## src/design/olr_pkg.sv

```systemverilog
package olr_pkg;

    // ==========================================================
    // register map
    // ==========================================================
    localparam logic [7:0]  OLR_CMD_VOLT      = 8'h3b;   // output voltage limit command
    localparam logic [7:0]  OLR_CMD_CURR      = 8'h3c;   // output current limit command
    localparam logic [15:0] OLR_VOLT_RST      = 16'h09c4; // voltage limit after reset
    localparam logic [15:0] OLR_CURR_RST      = 16'h3c00; // current limit after reset
    localparam logic [15:0] OLR_UNMAPPED_RD   = 16'h0000; // answer for other commands

    // ==========================================================
    // field layout
    // ==========================================================
    localparam int          OLR_VFLD_LSB      = 2;        // voltage code low bit
    localparam int          OLR_VFLD_MSB      = 13;       // voltage code high bit
    localparam int          OLR_IFLD_LSB      = 8;        // current code low bit
    localparam int          OLR_IFLD_MSB      = 14;       // current code high bit
    localparam logic [15:0] OLR_VOLT_BAD_MASK = 16'hc000; // ones here spoil a voltage write
    localparam logic [15:0] OLR_CURR_BAD_MASK = 16'h8000; // ones here spoil a current write
    localparam logic [15:0] OLR_VOLT_KEEP     = 16'h3ffc; // bits that a voltage write stores
    localparam logic [15:0] OLR_CURR_KEEP     = 16'h7f00; // bits that a current write stores

    // ==========================================================
    // weights and limits
    // ==========================================================
    localparam int          OLR_VSTEP_MV      = 8;        // weight of voltage code lsb
    localparam int          OLR_ISTEP_MA      = 50;       // weight of current code lsb
    localparam int          OLR_VMIN_MV       = 3000;     // lowest accepted voltage
    localparam int          OLR_VMAX_MV       = 24000;    // highest accepted voltage

    // ==========================================================
    // serial port
    // ==========================================================
    localparam logic [6:0]  OLR_SLAVE_ADDR    = 7'h2a;    // default bus address, arbitrary
    localparam logic [3:0]  OLR_BYTE_BITS     = 4'h8;     // bits in one byte

    // serial port states
    typedef enum logic [2:0] {
        OLR_IDLE  = 3'b000,
        OLR_ADDR  = 3'b001,
        OLR_CMD   = 3'b010,
        OLR_WR_LO = 3'b011,
        OLR_WR_HI = 3'b100,
        OLR_ACK   = 3'b101,
        OLR_RD    = 3'b110,
        OLR_HACK  = 3'b111
    } olr_state_t;

    // voltage code to millivolts
    function automatic logic [14:0] olr_volt_mv(input logic [11:0] code);
        return 15'(int'(code) * OLR_VSTEP_MV);
    endfunction

    // current code to milliamps
    function automatic logic [12:0] olr_curr_ma(input logic [6:0] code);
        return 13'(int'(code) * OLR_ISTEP_MA);
    endfunction

endpackage

```

## src/design/olr_bus_if.sv

```systemverilog
// word access between the serial port and the register bank
interface olr_bus_if;
    logic        wr_stb;  // one-cycle write request
    logic [7:0]  cmd;     // selected command code
    logic [15:0] wdata;   // word to write
    logic [15:0] rdata;   // word at the selected command

    modport port (output wr_stb, output cmd, output wdata, input rdata);
    modport bank (input wr_stb, input cmd, input wdata, output rdata);
endinterface

```

## src/design/olr_top.sv

```systemverilog
module olr_top #(
    parameter logic [6:0] SLAVE_ADDR = olr_pkg::OLR_SLAVE_ADDR
) (
    input  wire logic        clk,
    input  wire logic        rstn,
    input  wire logic        scl_in,
    input  wire logic        sda_in,
    output logic             sda_out,
    output logic             sda_oe,
    output logic [11:0]      otg_volt_code,
    output logic [6:0]       otg_curr_code,
    output logic [14:0]      otg_volt_mv,
    output logic [12:0]      otg_curr_ma,
    output logic             write_rejected
);

    // ==========================================================
    // port state
    // ==========================================================
    olr_pkg::olr_state_t state_reg, state_next;   // protocol position
    olr_pkg::olr_state_t ret_reg,   ret_next;     // state after our ack
    logic [3:0]  cnt_reg,     cnt_next;           // bit edges in byte
    logic [7:0]  sh_reg,      sh_next;            // receive shifter
    logic [7:0]  tx_reg,      tx_next;            // transmit shifter
    logic [7:0]  cmd_reg,     cmd_next;           // selected command
    logic [7:0]  lo_reg,      lo_next;            // received low byte
    logic [15:0] rd_word_reg, rd_word_next;       // word being read
    logic        hi_reg,      hi_next;            // sending high byte
    logic        hack_reg,    hack_next;          // host acked last byte
    logic        drive_reg,   drive_next;         // pulling sda low
    logic        wr_stb_reg,  wr_stb_next;        // write pulse to bank
    logic [15:0] wdata_reg,   wdata_next;         // word to bank
    logic        scl_q;                           // scl one cycle ago
    logic        sda_q;                           // sda one cycle ago

    olr_bus_if bus ();                            // link to the bank

    // ==========================================================
    // line events
    // ==========================================================
    wire scl_rise  = scl_in && !scl_q;
    wire scl_fall  = !scl_in && scl_q;
    wire start_cnd = scl_in && scl_q && sda_q && !sda_in;   // sda falls while scl high
    wire stop_cnd  = scl_in && scl_q && !sda_q && sda_in;   // sda rises while scl high
    wire byte_full = (cnt_reg == olr_pkg::OLR_BYTE_BITS);
    wire addr_hit  = (sh_reg[7:1] == SLAVE_ADDR);
    wire rx_state  = (state_reg == olr_pkg::OLR_ADDR) || (state_reg == olr_pkg::OLR_CMD)
                  || (state_reg == olr_pkg::OLR_WR_LO) || (state_reg == olr_pkg::OLR_WR_HI);

    // ==========================================================
    // protocol next state
    // ==========================================================
    always_comb begin
        state_next   = state_reg;
        ret_next     = ret_reg;
        cnt_next     = cnt_reg;
        sh_next      = sh_reg;
        tx_next      = tx_reg;
        cmd_next     = cmd_reg;
        lo_next      = lo_reg;
        rd_word_next = rd_word_reg;
        hi_next      = hi_reg;
        hack_next    = hack_reg;
        drive_next   = drive_reg;
        wdata_next   = wdata_reg;
        wr_stb_next  = 1'b0;
        if (start_cnd) begin
            // start or repeated start: listen for the address
            state_next = olr_pkg::OLR_ADDR;
            cnt_next   = 4'h0;
            drive_next = 1'b0;
        end else if (stop_cnd) begin
            // stop always frees the line
            state_next = olr_pkg::OLR_IDLE;
            drive_next = 1'b0;
        end else if (rx_state) begin
            if (scl_rise) begin
                // sample one data bit, msb first
                sh_next  = {sh_reg[6:0], sda_in};
                cnt_next = cnt_reg + 4'h1;
            end else if (scl_fall && byte_full) begin
                cnt_next   = 4'h0;
                drive_next = 1'b1;
                state_next = olr_pkg::OLR_ACK;
                if (state_reg == olr_pkg::OLR_ADDR) begin
                    if (!addr_hit) begin
                        // not our address: stay off the line
                        drive_next = 1'b0;
                        state_next = olr_pkg::OLR_IDLE;
                    end else if (sh_reg[0]) begin
                        // read: freeze the word of the selected command
                        rd_word_next = bus.rdata;
                        hi_next      = 1'b0;
                        ret_next     = olr_pkg::OLR_RD;
                    end else begin
                        ret_next = olr_pkg::OLR_CMD;
                    end
                end else if (state_reg == olr_pkg::OLR_CMD) begin
                    cmd_next = sh_reg;
                    ret_next = olr_pkg::OLR_WR_LO;
                end else if (state_reg == olr_pkg::OLR_WR_LO) begin
                    lo_next  = sh_reg;                         // low byte comes first
                    ret_next = olr_pkg::OLR_WR_HI;
                end else begin
                    // high byte completes the word
                    wdata_next  = {sh_reg, lo_reg};
                    wr_stb_next = 1'b1;
                    ret_next    = olr_pkg::OLR_IDLE;
                end
            end
        end else if (state_reg == olr_pkg::OLR_ACK) begin
            if (scl_fall) begin
                // end of our ack bit
                state_next = ret_reg;
                cnt_next   = 4'h0;
                drive_next = 1'b0;
                if (ret_reg == olr_pkg::OLR_RD) begin
                    tx_next    = rd_word_reg[7:0];
                    drive_next = !rd_word_reg[7];
                end
            end
        end else if (state_reg == olr_pkg::OLR_RD) begin
            if (scl_rise) begin
                cnt_next = cnt_reg + 4'h1;
            end else if (scl_fall) begin
                if (byte_full) begin
                    // release for the host's ack
                    drive_next = 1'b0;
                    state_next = olr_pkg::OLR_HACK;
                end else begin
                    tx_next    = {tx_reg[6:0], 1'b0};
                    drive_next = !tx_reg[6];
                end
            end
        end else if (state_reg == olr_pkg::OLR_HACK) begin
            if (scl_rise) begin
                hack_next = !sda_in;
            end else if (scl_fall) begin
                cnt_next = 4'h0;
                if (hack_reg && !hi_reg) begin
                    // acked low byte: send high byte
                    hi_next    = 1'b1;
                    tx_next    = rd_word_reg[15:8];
                    drive_next = !rd_word_reg[15];
                    state_next = olr_pkg::OLR_RD;
                end else begin
                    state_next = olr_pkg::OLR_IDLE;
                end
            end
        end
    end

    // ==========================================================
    // registers
    // ==========================================================
    // line history
    always_ff @(posedge clk) begin
        if (!rstn) begin
            scl_q <= 1'b1;
            sda_q <= 1'b1;
        end else begin
            scl_q <= scl_in;
            sda_q <= sda_in;
        end
    end

    // protocol control
    always_ff @(posedge clk) begin
        if (!rstn) begin
            state_reg  <= olr_pkg::OLR_IDLE;
            ret_reg    <= olr_pkg::OLR_IDLE;
            cnt_reg    <= 4'h0;
            hi_reg     <= 1'b0;
            hack_reg   <= 1'b0;
            drive_reg  <= 1'b0;
            wr_stb_reg <= 1'b0;
        end else begin
            state_reg  <= state_next;
            ret_reg    <= ret_next;
            cnt_reg    <= cnt_next;
            hi_reg     <= hi_next;
            hack_reg   <= hack_next;
            drive_reg  <= drive_next;
            wr_stb_reg <= wr_stb_next;
        end
    end

    // protocol data
    always_ff @(posedge clk) begin
        if (!rstn) begin
            sh_reg      <= 8'h00;
            tx_reg      <= 8'h00;
            cmd_reg     <= 8'h00;
            lo_reg      <= 8'h00;
            rd_word_reg <= 16'h0000;
            wdata_reg   <= 16'h0000;
        end else begin
            sh_reg      <= sh_next;
            tx_reg      <= tx_next;
            cmd_reg     <= cmd_next;
            lo_reg      <= lo_next;
            rd_word_reg <= rd_word_next;
            wdata_reg   <= wdata_next;
        end
    end

    // ==========================================================
    // bank
    // ==========================================================
    assign bus.wr_stb = wr_stb_reg;
    assign bus.cmd    = cmd_reg;
    assign bus.wdata  = wdata_reg;

    olr_limit_bank u_bank (
        .clk       (clk),
        .rstn      (rstn),
        .bus       (bus.bank),
        .volt_code (otg_volt_code),
        .curr_code (otg_curr_code),
        .volt_mv   (otg_volt_mv),
        .curr_ma   (otg_curr_ma),
        .reject    (write_rejected)
    );

    // open drain: only ever pulls low
    assign sda_out = 1'b0;
    assign sda_oe  = drive_reg;
endmodule

```

## src/design/olr_limit_bank.sv

```systemverilog
module olr_limit_bank (
    input  wire logic        clk,
    input  wire logic        rstn,
    olr_bus_if.bank          bus,
    output logic [11:0]      volt_code,
    output logic [6:0]       curr_code,
    output logic [14:0]      volt_mv,
    output logic [12:0]      curr_ma,
    output logic             reject
);

    // ==========================================================
    // storage
    // ==========================================================
    logic [15:0] volt_reg;      // voltage limit word
    logic [15:0] curr_reg;      // current limit word
    logic [14:0] volt_mv_reg;   // decoded voltage
    logic [12:0] curr_ma_reg;   // decoded current
    logic        reject_reg;    // one-cycle pulse after a refused write

    // ==========================================================
    // write checks
    // ==========================================================
    wire         sel_v     = bus.wr_stb && (bus.cmd == olr_pkg::OLR_CMD_VOLT);
    wire         sel_i     = bus.wr_stb && (bus.cmd == olr_pkg::OLR_CMD_CURR);
    wire         v_bad     = |(bus.wdata & olr_pkg::OLR_VOLT_BAD_MASK);
    wire         i_bad     = |(bus.wdata & olr_pkg::OLR_CURR_BAD_MASK);
    wire [14:0]  v_new_mv  = olr_pkg::olr_volt_mv(bus.wdata[olr_pkg::OLR_VFLD_MSB:olr_pkg::OLR_VFLD_LSB]);
    wire         v_in_rng  = (v_new_mv >= 15'(olr_pkg::OLR_VMIN_MV))
                          && (v_new_mv <= 15'(olr_pkg::OLR_VMAX_MV));
    wire         v_accept  = sel_v && !v_bad && v_in_rng;
    wire         i_accept  = sel_i && !i_bad;
    // low reserved bits are dropped, not stored
    wire [15:0]  volt_next = v_accept ? (bus.wdata & olr_pkg::OLR_VOLT_KEEP) : volt_reg;
    wire [15:0]  curr_next = i_accept ? (bus.wdata & olr_pkg::OLR_CURR_KEEP) : curr_reg;
    wire         reject_next = (sel_v && !v_accept) || (sel_i && !i_accept);

    // read mux, other commands read zero
    assign bus.rdata = (bus.cmd == olr_pkg::OLR_CMD_VOLT) ? volt_reg :
                       (bus.cmd == olr_pkg::OLR_CMD_CURR) ? curr_reg :
                       olr_pkg::OLR_UNMAPPED_RD;

    // ==========================================================
    // registers
    // ==========================================================
    // words and their decoded values update together
    always_ff @(posedge clk) begin
        if (!rstn) begin
            volt_reg    <= olr_pkg::OLR_VOLT_RST;
            curr_reg    <= olr_pkg::OLR_CURR_RST;
            volt_mv_reg <= olr_pkg::olr_volt_mv(olr_pkg::OLR_VOLT_RST[olr_pkg::OLR_VFLD_MSB:olr_pkg::OLR_VFLD_LSB]);
            curr_ma_reg <= olr_pkg::olr_curr_ma(olr_pkg::OLR_CURR_RST[olr_pkg::OLR_IFLD_MSB:olr_pkg::OLR_IFLD_LSB]);
            reject_reg  <= 1'b0;
        end else begin
            volt_reg    <= volt_next;
            curr_reg    <= curr_next;
            volt_mv_reg <= olr_pkg::olr_volt_mv(volt_next[olr_pkg::OLR_VFLD_MSB:olr_pkg::OLR_VFLD_LSB]);
            curr_ma_reg <= olr_pkg::olr_curr_ma(curr_next[olr_pkg::OLR_IFLD_MSB:olr_pkg::OLR_IFLD_LSB]);
            reject_reg  <= reject_next;
        end
    end

    assign volt_code = volt_reg[olr_pkg::OLR_VFLD_MSB:olr_pkg::OLR_VFLD_LSB];
    assign curr_code = curr_reg[olr_pkg::OLR_IFLD_MSB:olr_pkg::OLR_IFLD_LSB];
    assign volt_mv   = volt_mv_reg;
    assign curr_ma   = curr_ma_reg;
    assign reject    = reject_reg;
endmodule

```

## config.mk

```make
export PLATFORM = sky130hd
export DESIGN_NAME = olr_top
export DESIGN_NICKNAME = d
export VERILOG_FILES = /design/src/design/olr_pkg.sv /design/src/design/olr_bus_if.sv /design/src/design/olr_top.sv /design/src/design/olr_limit_bank.sv
export SDC_FILE = /design/constraint.sdc
export NUM_CORES = 1
export LEC_CHECK = 0
export BUFFER_PORTS_ARGS = -buffer_cell sky130_fd_sc_hd__buf_2
export CORE_UTILIZATION = 25
export CTS_CLUSTER_SIZE = 40
export DETAILED_ROUTE_END_ITERATION = 6
export MAX_ROUTING_LAYER = met4
export SYNTH_ARGS = -nofsm -noshare
export SYNTH_HDL_FRONTEND = slang
export SYNTH_SLANG_ARGS = --single-unit
```

## constraint.sdc

```tcl
create_clock -name clk -period 3.7 [get_ports clk]
set_clock_uncertainty 0.2 [all_clocks]
set_input_delay 0 -clock clk [delete_from_list [all_inputs] [get_ports clk]]
set_output_delay 0 -clock clk [all_outputs]
set_load 0.01 [all_outputs]
```

==> run summary, run 1 <==
Setup repair after global routing could not meet its margin everywhere. On the critical path, the stage with the largest delay is an instance of sky130_fd_sc_hd__fa_1. The number of global-route vias before repair came out at 4,017.

At the end of the flow, the number of nets in the layout was 649. The flow ran to the end, and the final reports show no timing, DRC or antenna violations. The count of yosys warnings during synthesis is 0, and the share of the clock period used by the worst path after layout is 97.8%. In the post-synthesis netlist, the biggest area contributors are sky130_fd_sc_hd__dfxtp_1, sky130_fd_sc_hd__mux2i_1, sky130_fd_sc_hd__ha_1. Floorplan row count: 52.

The routed design could run at a clock period as short as 3.62 ns. Registers are responsible for 47.5% of the overall power. The global routing's busiest layer was met2. The finished layout holds 893 standard cells, fillers aside. For the final number of hold-violating endpoints, the log shows 0. The required time reported for the critical path endpoint is 3.76 ns. Setup violations remaining at the end of the flow were counted as 0. In this run the standard cell core region covers 20,300 µm². Per report_power, the combinational group accounts for 2.6% of the total. Element type at the critical path start: a flip-flop. The worst-margin pin slew was 1.08 ns; the number of synthesized register bits was 101. In the routed layout, each cell is associated on average with a via count of 4.63.

Fill cells in the final layout number 2,124. The tightest min-delay check is of the reg2reg type. The library cell used most frequently in the layout, excluding fill and tap cells, is sky130_fd_sc_hd__dfxtp_1. Measured against its own limit, the worst slew margin works out to 27.6%. The tree built by TritonCTS fans out to 101 sinks. The net switching power is 469 µW.

The largest single stage delay on the critical path is 0.52 ns. The number of antenna violations at the first check in global routing is 0, and the die outline area is 21,300 µm². Pin count of the biggest net entering global routing: 65.

The total wire length is 12.2 mm. Cells with a size suffix above 1 make up 18.9% of the layout. The depth of the CTS H-tree came out at 3. The synthesized design devotes to its leading area cell type 39.0% of total area. For this run, global-route usage on met1 was measured as 16.2%.

The detailed-route wire length per cell works out to 13.7 µm. In the layout the commonest cells are sky130_fd_sc_hd__dfxtp_1, sky130_fd_sc_hd__nor2_1, sky130_fd_sc_hd__mux2i_1. 54 I/O pins were placed. The die is 146 µm tall. The tools report the highest attainable clock frequency as 0.276 GHz. The most frequent cell on the critical path was sky130_fd_sc_hd__ha_4. Worst-case vdd ir drop: 0.217 mV. The count of nets left with antenna violations once routing finished came out at 0. The most used flip-flop cell after synthesis is sky130_fd_sc_hd__dfxtp_1. Net switching is 20.4% of the power. The post-synthesis instance total is 586.

Routing usage on met3: 1.88%. After clock tree synthesis, the clock-pin slew on the worst setup and hold paths is 0.07 ns. After detailed routing, the number of remaining DRC violations is 0. The number of different library cells used by synthesis comes to 64. The first global-routing pass estimated 20.7 mm of wire. In the synthesized netlist the async set-or-reset flop fraction comes to 0%.

For this design the ratio of total power to cell area is 373 nW/µm². A synthesized cell averages 8.86 µm². The DRC marker count from the first detailed-route iteration is 283, and the insertion delay of the later-clocked pin in the worst-skew pair is 0.36 ns.

Across every metal layer, demand over resource in global routing totals 12.5%. The die is 146 µm wide. The run gives 0 as the final count of pins violating max slew.

The longest clock path from root to sink contains 2 buffers. The register with the most flip-flops in the layout has 14 of them. Of all nets on the critical path, the largest fanout is 4. The number of max-cap violations was 0; the remaining global-route overflow was 0. Effective utilization at floorplan: 25.6%.

For the HPWL after detailed placement, the log shows 8.41 mm. For the via count of the routed design, the log shows 4,137. Met2 routing resource usage after global routing: 19.0%. The run gives 1.83 mW as the total internal power. The worst setup path is captured at a flip-flop. For the share of the yosys chip area belonging to registers, the log shows 39.0%. The number of placed cells counting well taps was 872.

The mapped netlist covers 5190 µm². The leakage power was 2.50 nW. The signal on the critical path passes through nand4bb_4, nor2_4, nand4b_1, buf_6, mux2_4, ha_4, ha_4, fa_1, ha_4, nor2b_4, o21a_1, o21a_1, o2111a_1, a311oi_2. The congestion estimate from routability-driven global placement came to 0.838.

Final hold analysis gives a worst-case slack of 0.260 ns. For this run, the share of the core covered by cells in the final layout is 30.4%. The accumulated negative setup slack was 0 ns.

CTS placed an instance of sky130_fd_sc_hd__clkbuf_16 at the clock tree root. The share of power burned in the clock network came out at 49.9%. The repair_antennas step left the layout with diodes totalling 0. The total of buffers placed on input and output ports was 48. TritonCTS built the clock tree. Data arrives at the worst endpoint at 3.68 ns. The growth of design area from synthesis to finish works out to 18.9%. In this run, CTS created clock tree buffers numbering 9. The iteration count of the initial detailed-routing pass came out at 4.

In this run, synthesis inferred 0 flip-flops with an integrated enable. The kind of critical path was reg2reg. The library cell with the largest summed area after synthesis is sky130_fd_sc_hd__dfxtp_1.
-- routing by layer --
metal,up-vias,part of all wire (%)
met5,-,0
li1,2102,-
met4,0,2.3
met1,1941,51
met2,78,44
met3,16,2.7
-- synth_stat cells (5+ instances only) --
| library cell | count |
|---|---|
| sky130_fd_sc_hd__nand2b_1 | 11 |
| sky130_fd_sc_hd__o21ai_0 | 20 |
| sky130_fd_sc_hd__nand2_1 | 39 |
| sky130_fd_sc_hd__nor2_1 | 69 |
| sky130_fd_sc_hd__o21a_1 | 9 |
| sky130_fd_sc_hd__nand3_1 | 20 |
| sky130_fd_sc_hd__o22ai_1 | 9 |
| sky130_fd_sc_hd__or2_2 | 6 |
| sky130_fd_sc_hd__dfxtp_1 | 101 |
| sky130_fd_sc_hd__mux2i_1 | 53 |
| sky130_fd_sc_hd__nor3_1 | 15 |
| sky130_fd_sc_hd__nor2b_1 | 13 |
| sky130_fd_sc_hd__mux2_2 | 5 |
| sky130_fd_sc_hd__clkbuf_1 | 25 |
| sky130_fd_sc_hd__xnor2_1 | 5 |
| sky130_fd_sc_hd__buf_4 | 20 |
| sky130_fd_sc_hd__a2bb2oi_1 | 6 |
| sky130_fd_sc_hd__a22oi_1 | 8 |
| sky130_fd_sc_hd__and3_1 | 7 |
| sky130_fd_sc_hd__a21oi_1 | 25 |
| sky130_fd_sc_hd__buf_2 | 5 |
| sky130_fd_sc_hd__ha_1 | 25 |
| sky130_fd_sc_hd__inv_1 | 17 |
-- what timing repair did --
| item | CTS | global route |
|---|---|---|
| setup buffers | 1 | 0 |
| endpoints found under the setup margin | 2 | 3 |
| hold buffers | 4 | 0 |
| pin swaps | 3 | 1 |
| resized for setup | 2 | 13 |
| hold endpoints to repair | 16 | 0 |
-- power groups by stage --
stage | registers (mW) | logic (mW) | clock network [mW]
after floorplan | 1.12 | 0.0491 | 0
after global placement | 1.12 | 0.0567 | 0
after detailed placement | 1.12 | 0.0564 | 0
after CTS | 1.09 | 0.0600 | 1.18
after global routing | 1.09 | 0.0668 | 1.22
final | 1.09 | 0.0597 | 1.15
-- worst paths after layout --
kind               from            endpoint  slack (ns)  depth (start not counted)
max          bus.cmd[7]  u_bank.curr_ma[11]        0.08                         14
min           lo_reg[4]           lo_reg[4]        0.26                          2
max reg2reg  bus.cmd[7]  u_bank.curr_ma[11]        0.08                         14
min reg2reg   lo_reg[4]           lo_reg[4]        0.26                          2
-- critical path: cells and delay by family, from the launching register on --
kind | cells | cell delay [ns]
mux | 1 | 0.31
simple gates | 4 | 0.58
fa+ha+maj | 4 | 1.19
flops | 1 | 0.32
compound gates | 4 | 0.77
buf+inv | 1 | 0.15
-- cells by family (layout without fill, tap and decap cells) --
| kind of cell | Yosys count | in the layout | share of synthesized area [%] |
|---|---|---|---|
| adder cells (fa/ha/maj) | 27 | 27 | 6.80 |
| XOR/XNOR | 8 | 8 | 1.35 |
| AND/OR/NAND/NOR | 215 | 215 | 21.1 |
| AO/OA/AOI/OAI | 105 | 105 | 13.6 |
| flip-flops | 101 | 101 | 39.0 |
| multiplexers | 58 | 58 | 11.3 |
| other | 1 | 5 | 0.0723 |
| buffers and inverters | 71 | 104 | 6.85 |
-- final cells by class --
cell class / instances / area [µm²] / area share, %
well taps: 270 / 338 / 5.47
clock inverters: 7 / 138 / 2.23
flip-flops and latches: 101 / 2030 / 32.8
multi-input cells: 418 / 2950 / 47.8
clock buffers: 9 / 225 / 3.65
repair buffers: 71 / 430 / 6.97
inverters: 17 / 63.8 / 1.03
-- through the flow --
stage	setup slack, ns	total power [mW]	instance area, µm²
2_1_floorplan	-0.00211	1.16	5240
3_3_place_gp	-0.00539	1.18	5670
3_5_place_dp	-0.0571	1.18	5670
4_1_cts	0.0138	2.33	6100
5_1_grt	-0.0688	2.38	6170
6_report	0.0822	2.30	6170
Power figures use the tool's default switching activity.
==> inputs of run 2 (changes only) <==
SYNTH_HIERARCHICAL = 1   (was not set)
==> run summary, run 2 <==
The logs give 22,000 µm² (+8.5%) for the core footprint and 0 (unchanged) for the setup-violating endpoint count in the final report. Among cell families on the critical path, the largest total delay comes from adder cells. The remaining global-route overflow is 0 (unchanged), and the share of the clock period used by the worst path after layout is 96.5% (-1.3 points). The ratio of cells with drive above 1 in the final layout works out to 20.7% (+1.7 points). The clock slew at the register clock pins of the worst setup and hold paths was 0.07 ns (about the same); the DRC marker count from the first detailed-route iteration was 400 (+41%). HPWL after detailed placement: 9.23 mm (+9.7%). The most critical setup path has its endpoint at u_bank/curr_ma[10]. The number of antenna repair diodes is 0 (unchanged).

The flow ran to the end, but the final reports show violations. The minimum setup slack among reg-to-reg paths was 0.13 ns (+0.05 ns); the sequential fraction of design power was 51.3% (+3.8 points). The capturing point of the worst reg2reg path was u_bank/curr_ma[10]. The die outline height was 153 µm (+4.4%). The run gives 54 (+3.8%) as the floorplan row count. The final routed DRC violation total was 1 (+1). The tools report the largest buffer count on any clock path as 2 (unchanged).

Walking the worst path, the cells encountered are nand2_2, nor3_4, nand2_4, mux2_4, ha_1, ha_4, fa_1, ha_4, buf_4, a21o_1, a21oi_2, mux2i_1, a311o_1. The worst-case setup margin in the final layout was 0.129 ns (+0.0466 ns); the leakage power was 2.39 nW (-4.3%). The run gives 3.74 ns (-0.02 ns) as the required time reported for the critical path endpoint. TritonCTS built the clock tree.

The top cell types in the final layout, fill and taps aside, are sky130_fd_sc_hd__dfxtp_1, sky130_fd_sc_hd__nor2_1, sky130_fd_sc_hd__nand2_1. Total number of clock tree sinks: 104 (+3.0%). The tools report the iteration count of the initial detailed-routing pass as 7 (+3). The effective utilization at floorplan was 25.7% (+0.15 points).

The most frequent cell on the critical path is sky130_fd_sc_hd__ha_4. The worst setup path is captured at a flip-flop. The checks that failed: DRC. The launching instance or port of the critical path was bus.cmd[2]. Total internal power: 1.70 mW (-7.1%). The kind of critical path is reg2reg. Sum of buffers and inverters on the critical path: 1 (unchanged).

The first-pass GRT wire length is 21.9 mm (+5.6%). The worst setup path is launched from a flip-flop. The run gives 6110 µm² (+7.8%) as the placed standard-cell area. For the I/O pin total, the log shows 54 (unchanged). The run gives 4,214 (+4.9%) as the number of global-route vias before repair.

The worst-case vdd ir drop was 0.226 mV (+4.5%). The number of cell instances on the worst register-to-register path is 13 (-1). Final worst hold slack: 0.254 ns (-0.00661 ns). The flip-flop count of the largest register after layout came out at 16 (+2). For the number of buffers added by the clock tree synthesis step, the log shows 9 (unchanged). The total wire length was 13.3 mm (+9.1%); the die outline area was 23,300 µm² (+9.0%). Total of buffers placed on input and output ports: 48 (unchanged).

The logs give 0.36 ns (about the same) for the insertion delay of the later-clocked pin in the worst-skew pair and 0.280 GHz (+1.3%) for the highest attainable clock frequency. The global placer's final weighted congestion is 0.824 (-1.7%), and the worst-margin pin slew is 1.13 ns (+0.0458 ns). The slowest stage of the critical path belongs to the cell sky130_fd_sc_hd__fa_1. In this run the critical register-to-register path is launched from bus.cmd[2]. The highest cell delay on the worst timing path is 0.59 ns (+0.07 ns), and the remaining number of nets flagged by the antenna check after routing is 0 (unchanged). The tightest min-delay check is of the in2reg type. The tools report the post-synthesis instance total as 633 (+8.0%). Relative to the synthesized area, the layout overhead comes to 15.5%. The post-placement worst setup slack is -0.0907 ns (-0.0336 ns).

The average vias per placed instance works out to 4.73 (+2.1%). The overall global routing resource usage is 11.9% (-0.60 points), and the final number of hold-violating endpoints is 0 (unchanged). The final instance area is 6540 µm² (+6.0%). The part of the total power dissipated in combinational logic came out at 3.1% (+0.5 points).

The final net count was 702 (+8.2%); the remaining max-slew budget at the tightest pin was 24.7% (-2.9 points). The number of max-cap violations was 0 (unchanged). The number of setup buffers added after CTS came out at 0 (-1). The width of the chip was 153 µm (+4.4%); the cell depth of the worst setup path was 13 (-1). The number of antenna violations at the first check in global routing was 0 (unchanged); the via count of the routed design was 4,509 (+9.0%). The cell sitting at the root of the clock tree is a sky130_fd_sc_hd__clkbuf_16. The final period demand of the worst path is 3.57 ns (-0.0466 ns), and the cell area after synthesis is 5660 µm² (+9.1%). The power density normalized to cell area is 334 nW/µm² (-10%), and the mean post-synth cell area is 8.95 µm² (+1.0%). The peak fanout along the critical path works out to 5 (+1). The share of power burned in the clock network was 45.5% (-4.4 points); the depth of the CTS H-tree was 3 (unchanged). The final count of pins violating max slew came out at 0 (unchanged).

The net switching power came out at 484 µW (+3.1%). Most common library cell in the layout ignoring fill and taps: sky130_fd_sc_hd__dfxtp_1. The run gives 3.61 ns (-0.07 ns) as the data arrival at the endpoint of the critical path. The tools report the count of yosys warnings during synthesis as 6 (+6).

The fraction of power spent switching nets was 22.1% (+1.8 points); the detailed-route wire length per cell was 14.0 µm (+2.3%). The run gives 65 (unchanged) as the pin count of the biggest net entering global routing.
[run 2: per-stage QoR]
step / utilization [%] / std cells / power [mW] / TNS, ns
3_5_place_dp: 27.7 / 933 / 1.21 / -0.104
3_3_place_gp: 27.7 / 933 / 1.21 / -0.0190
2_1_floorplan: - / 639 / 1.20 / 0
4_1_cts: 29.4 / 953 / 2.21 / 0
5_1_grt: 29.7 / 953 / 2.27 / -0.0332
6_report: 29.7 / 953 / 2.19 / 0
[run 2: worst min-delay path by stage]
stage	start	endpoint	slack, ns	cells after the start
after detailed placement	rstn	scl_q	0.06	2
after global placement	rstn	sda_q	0.06	2
final	rstn	sda_q	0.25	3
after CTS	rstn	sda_q	0.27	3
after global routing	lo_reg[6]	bus.wdata[6]	0.29	2
after floorplan	rstn	scl_q	-0.13	1
[run 2: tightest hold or removal path: stages]
cell and delay (ns):
sky130_fd_sc_hd__dlygate4sd3_1 0.54, sky130_fd_sc_hd__buf_2 0.17, sky130_fd_sc_hd__nand2b_1 0.07
[run 2: layout make-up]
type,count,area (µm²)
clock inverter,4,51.3
sequential,104,2080
multi-input combinational,456,3250
tap,280,350
fill,2348,15500
clock buffer,12,256
inverter,18,67.6
timing repair buffer,79,483
[run 2: layer usage]
metal | up-vias | share of wire (%) | wire [µm] | GRT usage, %
li1 | 2287 | - | - | -
met1 | 2146 | 48 | 6440 | 15.0
met2 | 62 | 48 | 6390 | 19.4
met3 | 14 | 2.7 | 357 | 2.65
met4 | 0 | 1.1 | 140 | 2.74
met5 | - | 0 | 0 | -
[run 2: power groups by stage]
stage / Combinational (mW) / Clock [mW] / Sequential (mW)
final: 0.0682 / 0.996 / 1.12
after global routing: 0.0761 / 1.07 / 1.12
after CTS: 0.0687 / 1.02 / 1.12
after global placement: 0.0655 / 0 / 1.15
after floorplan: 0.0571 / 0 / 1.15
after detailed placement: 0.0649 / 0 / 1.15
[run 2: what timing repair did]
| item | 4_1_cts | 5_1_grt |
|---|---|---|
| gates cloned | 0 | 0 |
| setup endpoints to repair | 3 | 4 |
| pin swaps | 1 | 5 |
| resized for setup | 3 | 17 |
| endpoints found under the hold margin | 11 | 0 |
| hold buffers | 4 | 0 |
==> inputs of run 3 (changes only) <==
clock period = 3.1 ns   (was 3.7 ns; I/O delays follow)
==> run summary, run 3 (synthesized netlist as in run 2, its figures left out) <==
The run finished, with violations left. The final reports fail on setup timing. The run gives 0.36 ns (about the same) as the insertion delay of the later-clocked pin in the worst-skew pair. The worst setup path is launched from a flip-flop. The non-filler instance count after layout was 980 (+2.8%). The tools report the global placer's final weighted congestion as 0.793 (-3.8%). The power density normalized to cell area was 359 nW/µm² (+7.2%). The min-delay analysis places its worst path in the category reg2reg. The logs give 0 (unchanged) for the final count of pins violating max slew and 9.87 mm (+6.9%) for the HPWL after detailed placement.

The first-pass GRT wire length is 23.5 mm (+7.5%). TritonCTS built the clock tree. The total wire length came out at 14.5 mm (+8.7%). The core footprint was 22,000 µm² (unchanged); the final period demand of the worst path was 3.44 ns (-0.134 ns). The met2 wire length was 6.99 mm (+9.3%); the flip-flop count of the largest register after layout was 16 (unchanged). The overall global routing resource usage is 12.9% (+1.0 points). The logs give 54 (unchanged) for the I/O pin total and 9 (unchanged) for the number of buffers added by the clock tree synthesis step.

The setup-violating endpoint count in the final report was 5 (+5); the highest attainable clock frequency was 0.291 GHz (+3.9%). The average vias per placed instance was 4.78 (+1.1%). The ratio of cells with drive above 1 in the final layout was 27.4% (+6.8 points). For the depth of the CTS H-tree, the log shows 3 (unchanged).

The growth of design area from synthesis to finish is 23.2%. The remaining global-route overflow came out at 0 (unchanged). After detailed routing, no signal wire sits above met4. The via count of the routed design is 4,686 (+3.9%). The sum of buffers and inverters on the critical path was 3 (+2).

The final worst hold slack is 0.252 ns (-0.00175 ns). The most frequent cell on the critical path is sky130_fd_sc_hd__ha_1. The effective utilization at floorplan is 25.7% (unchanged).

The final net count was 730 (+4.0%); the number of placed cells counting well taps was 954 (+2.3%). Leaving out fill and tap cells, the most frequent cell in the layout is sky130_fd_sc_hd__dfxtp_1. The share of the clock period used by the worst path after layout was 111% (+14 points); the remaining number of nets flagged by the antenna check after routing was 0 (unchanged). The hold path depth was 2 (-1); the clock slew at the register clock pins of the worst setup and hold paths was 0.07 ns (about the same). The slowest stage of the critical path is the sky130_fd_sc_hd__or4_4 cell.

Cell depth of the worst setup path: 15 (+2). Required time reported for the critical path endpoint: 3.14 ns (-0.60 ns). Setup repair after global routing could not meet its margin everywhere. Traced cell by cell, the critical path runs through nand4bb_4, nor2_4, nand2_4, buf_6, buf_6, mux2i_4, ha_1, inv_2, ha_4, ha_1, ha_1, or4_4, a21oi_4, o21ai_1, nor3b_2. Worst-margin pin slew: 0.902 ns (-0.226 ns). Kind of critical path: reg2reg. The data arrival at the endpoint of the critical path was 3.48 ns (-0.13 ns); the highest cell delay on the worst timing path was 0.50 ns (-0.09 ns). The tools report the fraction of the core area covered by cells at the end of the flow as 31.7% (+2.0 points).

For the wire length the detailed router placed on met1, the log shows 6.77 mm (+5.2%). For the number of global-route vias before repair, the log shows 4,385 (+4.1%). The logs give 2 (unchanged) for the largest buffer count on any clock path and 104 (unchanged) for the total number of clock tree sinks. STA classifies the critical path endpoint as a flip-flop.

The floorplan row count was 54 (unchanged); the number of max-cap violations was 0 (unchanged). The number of cell instances on the worst register-to-register path is 15 (+2), and the remaining max-slew budget at the tightest pin is 39.9% (+15 points). The run gives 40 (-38%) as the pin count of the biggest net entering global routing. The total of buffers placed on input and output ports works out to 48 (unchanged). The die outline area was 23,300 µm² (unchanged); the minimum setup slack among reg-to-reg paths was -0.34 ns (-0.47 ns).

The die outline height was 153 µm (unchanged); the peak fanout along the critical path was 6 (+1). The tools report the final number of hold-violating endpoints as 0 (unchanged). The kind of cell adding the most delay to the critical path was simple AND/OR/NAND/NOR gates. The final routed DRC violation total is 0 (-1). The width of the chip came out at 153 µm (unchanged). Worst-case setup margin in the final layout: -0.338 ns (-0.466 ns).

The detailed-route wire length per cell was 14.8 µm (+5.7%). The leakage power was 2.54 nW (+6.2%); the worst-case vdd ir drop was 0.231 mV (+2.1%). The run gives 375 µm (+5.0%) as the routed length on met3. For the iteration count of the initial detailed-routing pass, the log shows 6 (-1). The tree is rooted in a sky130_fd_sc_hd__clkbuf_16.

The accumulated negative setup slack was -1.24 ns (-1.24 ns). The tools report the number of antenna repair diodes as 0 (unchanged). The tools report the DRC marker count from the first detailed-route iteration as 341 (-15%). In the layout the commonest cells are sky130_fd_sc_hd__dfxtp_1, sky130_fd_sc_hd__nor2_1, sky130_fd_sc_hd__nand2_1. The number of antenna violations at the first check in global routing came out at 0 (unchanged).
==> run 3: final timing paths <==
| kind | from | endpoint |
|---|---|---|
| hold / removal | lo_reg[5] | bus.wdata[5] |
| setup / recovery | bus.cmd[6] | u_bank/curr_ma[12] |
| setup reg to reg | bus.cmd[6] | u_bank/curr_ma[12] |
| hold reg to reg | lo_reg[5] | bus.wdata[5] |
==> run 3: metrics by stage <==
step	setup WS [ns]	area [µm²]	power, mW
2_1_floorplan	-0.301	5790	1.44
3_3_place_gp	-0.345	6370	1.45
3_5_place_dp	-0.370	6370	1.45
4_1_cts	-0.283	6870	2.53
5_1_grt	-0.508	6980	2.60
6_report	-0.338	6980	2.50
==> run 3: cell type report <==
| cell class | instances | area (µm²) |
|---|---|---|
| multi-input cells | 456 | 3500 |
| well taps | 280 | 350 |
| inverters | 18 | 67.6 |
| clock buffers | 10 | 229 |
| clock inverters | 5 | 41.3 |
| fillers | 2285 | 15000 |
| repair buffers | 107 | 704 |
| flip-flops and latches | 104 | 2080 |
==> run 3: routing by layer <==
layer	global-route usage, %	up-vias
met5	-	-
met2	21.1	86
met3	1.45	23
met4	5.68	0
li1	-	2339
met1	16.1	2238
==> run 3: where the power goes <==
part	leakage, nW	internal, mW	total (mW)	switching [mW]
clock	0.126	0.548	1.08	0.532
combinational	1.57	0.0233	0.0788	0.0555
sequential	0.840	1.34	1.34	0.00605
==> run 3: tightest hold or removal path: cells and delay by family (launching register included) <==
| kind | cells | cell delay, ns |
|---|---|---|
| AO/OA/AOI/OAI | 1 | 0.05 |
| flip-flops | 1 | 0.31 |
| AND/OR/NAND/NOR | 1 | 0.05 |
==> run 3: repair_timing <==
action                                 in CTS  in global routing
endpoints found under the hold margin      15                  0
resized for setup                          23                 17
pin swaps                                  16                 13
hold buffers                                4                  0
setup endpoints to repair                   5                  6
setup buffers                               7                  3
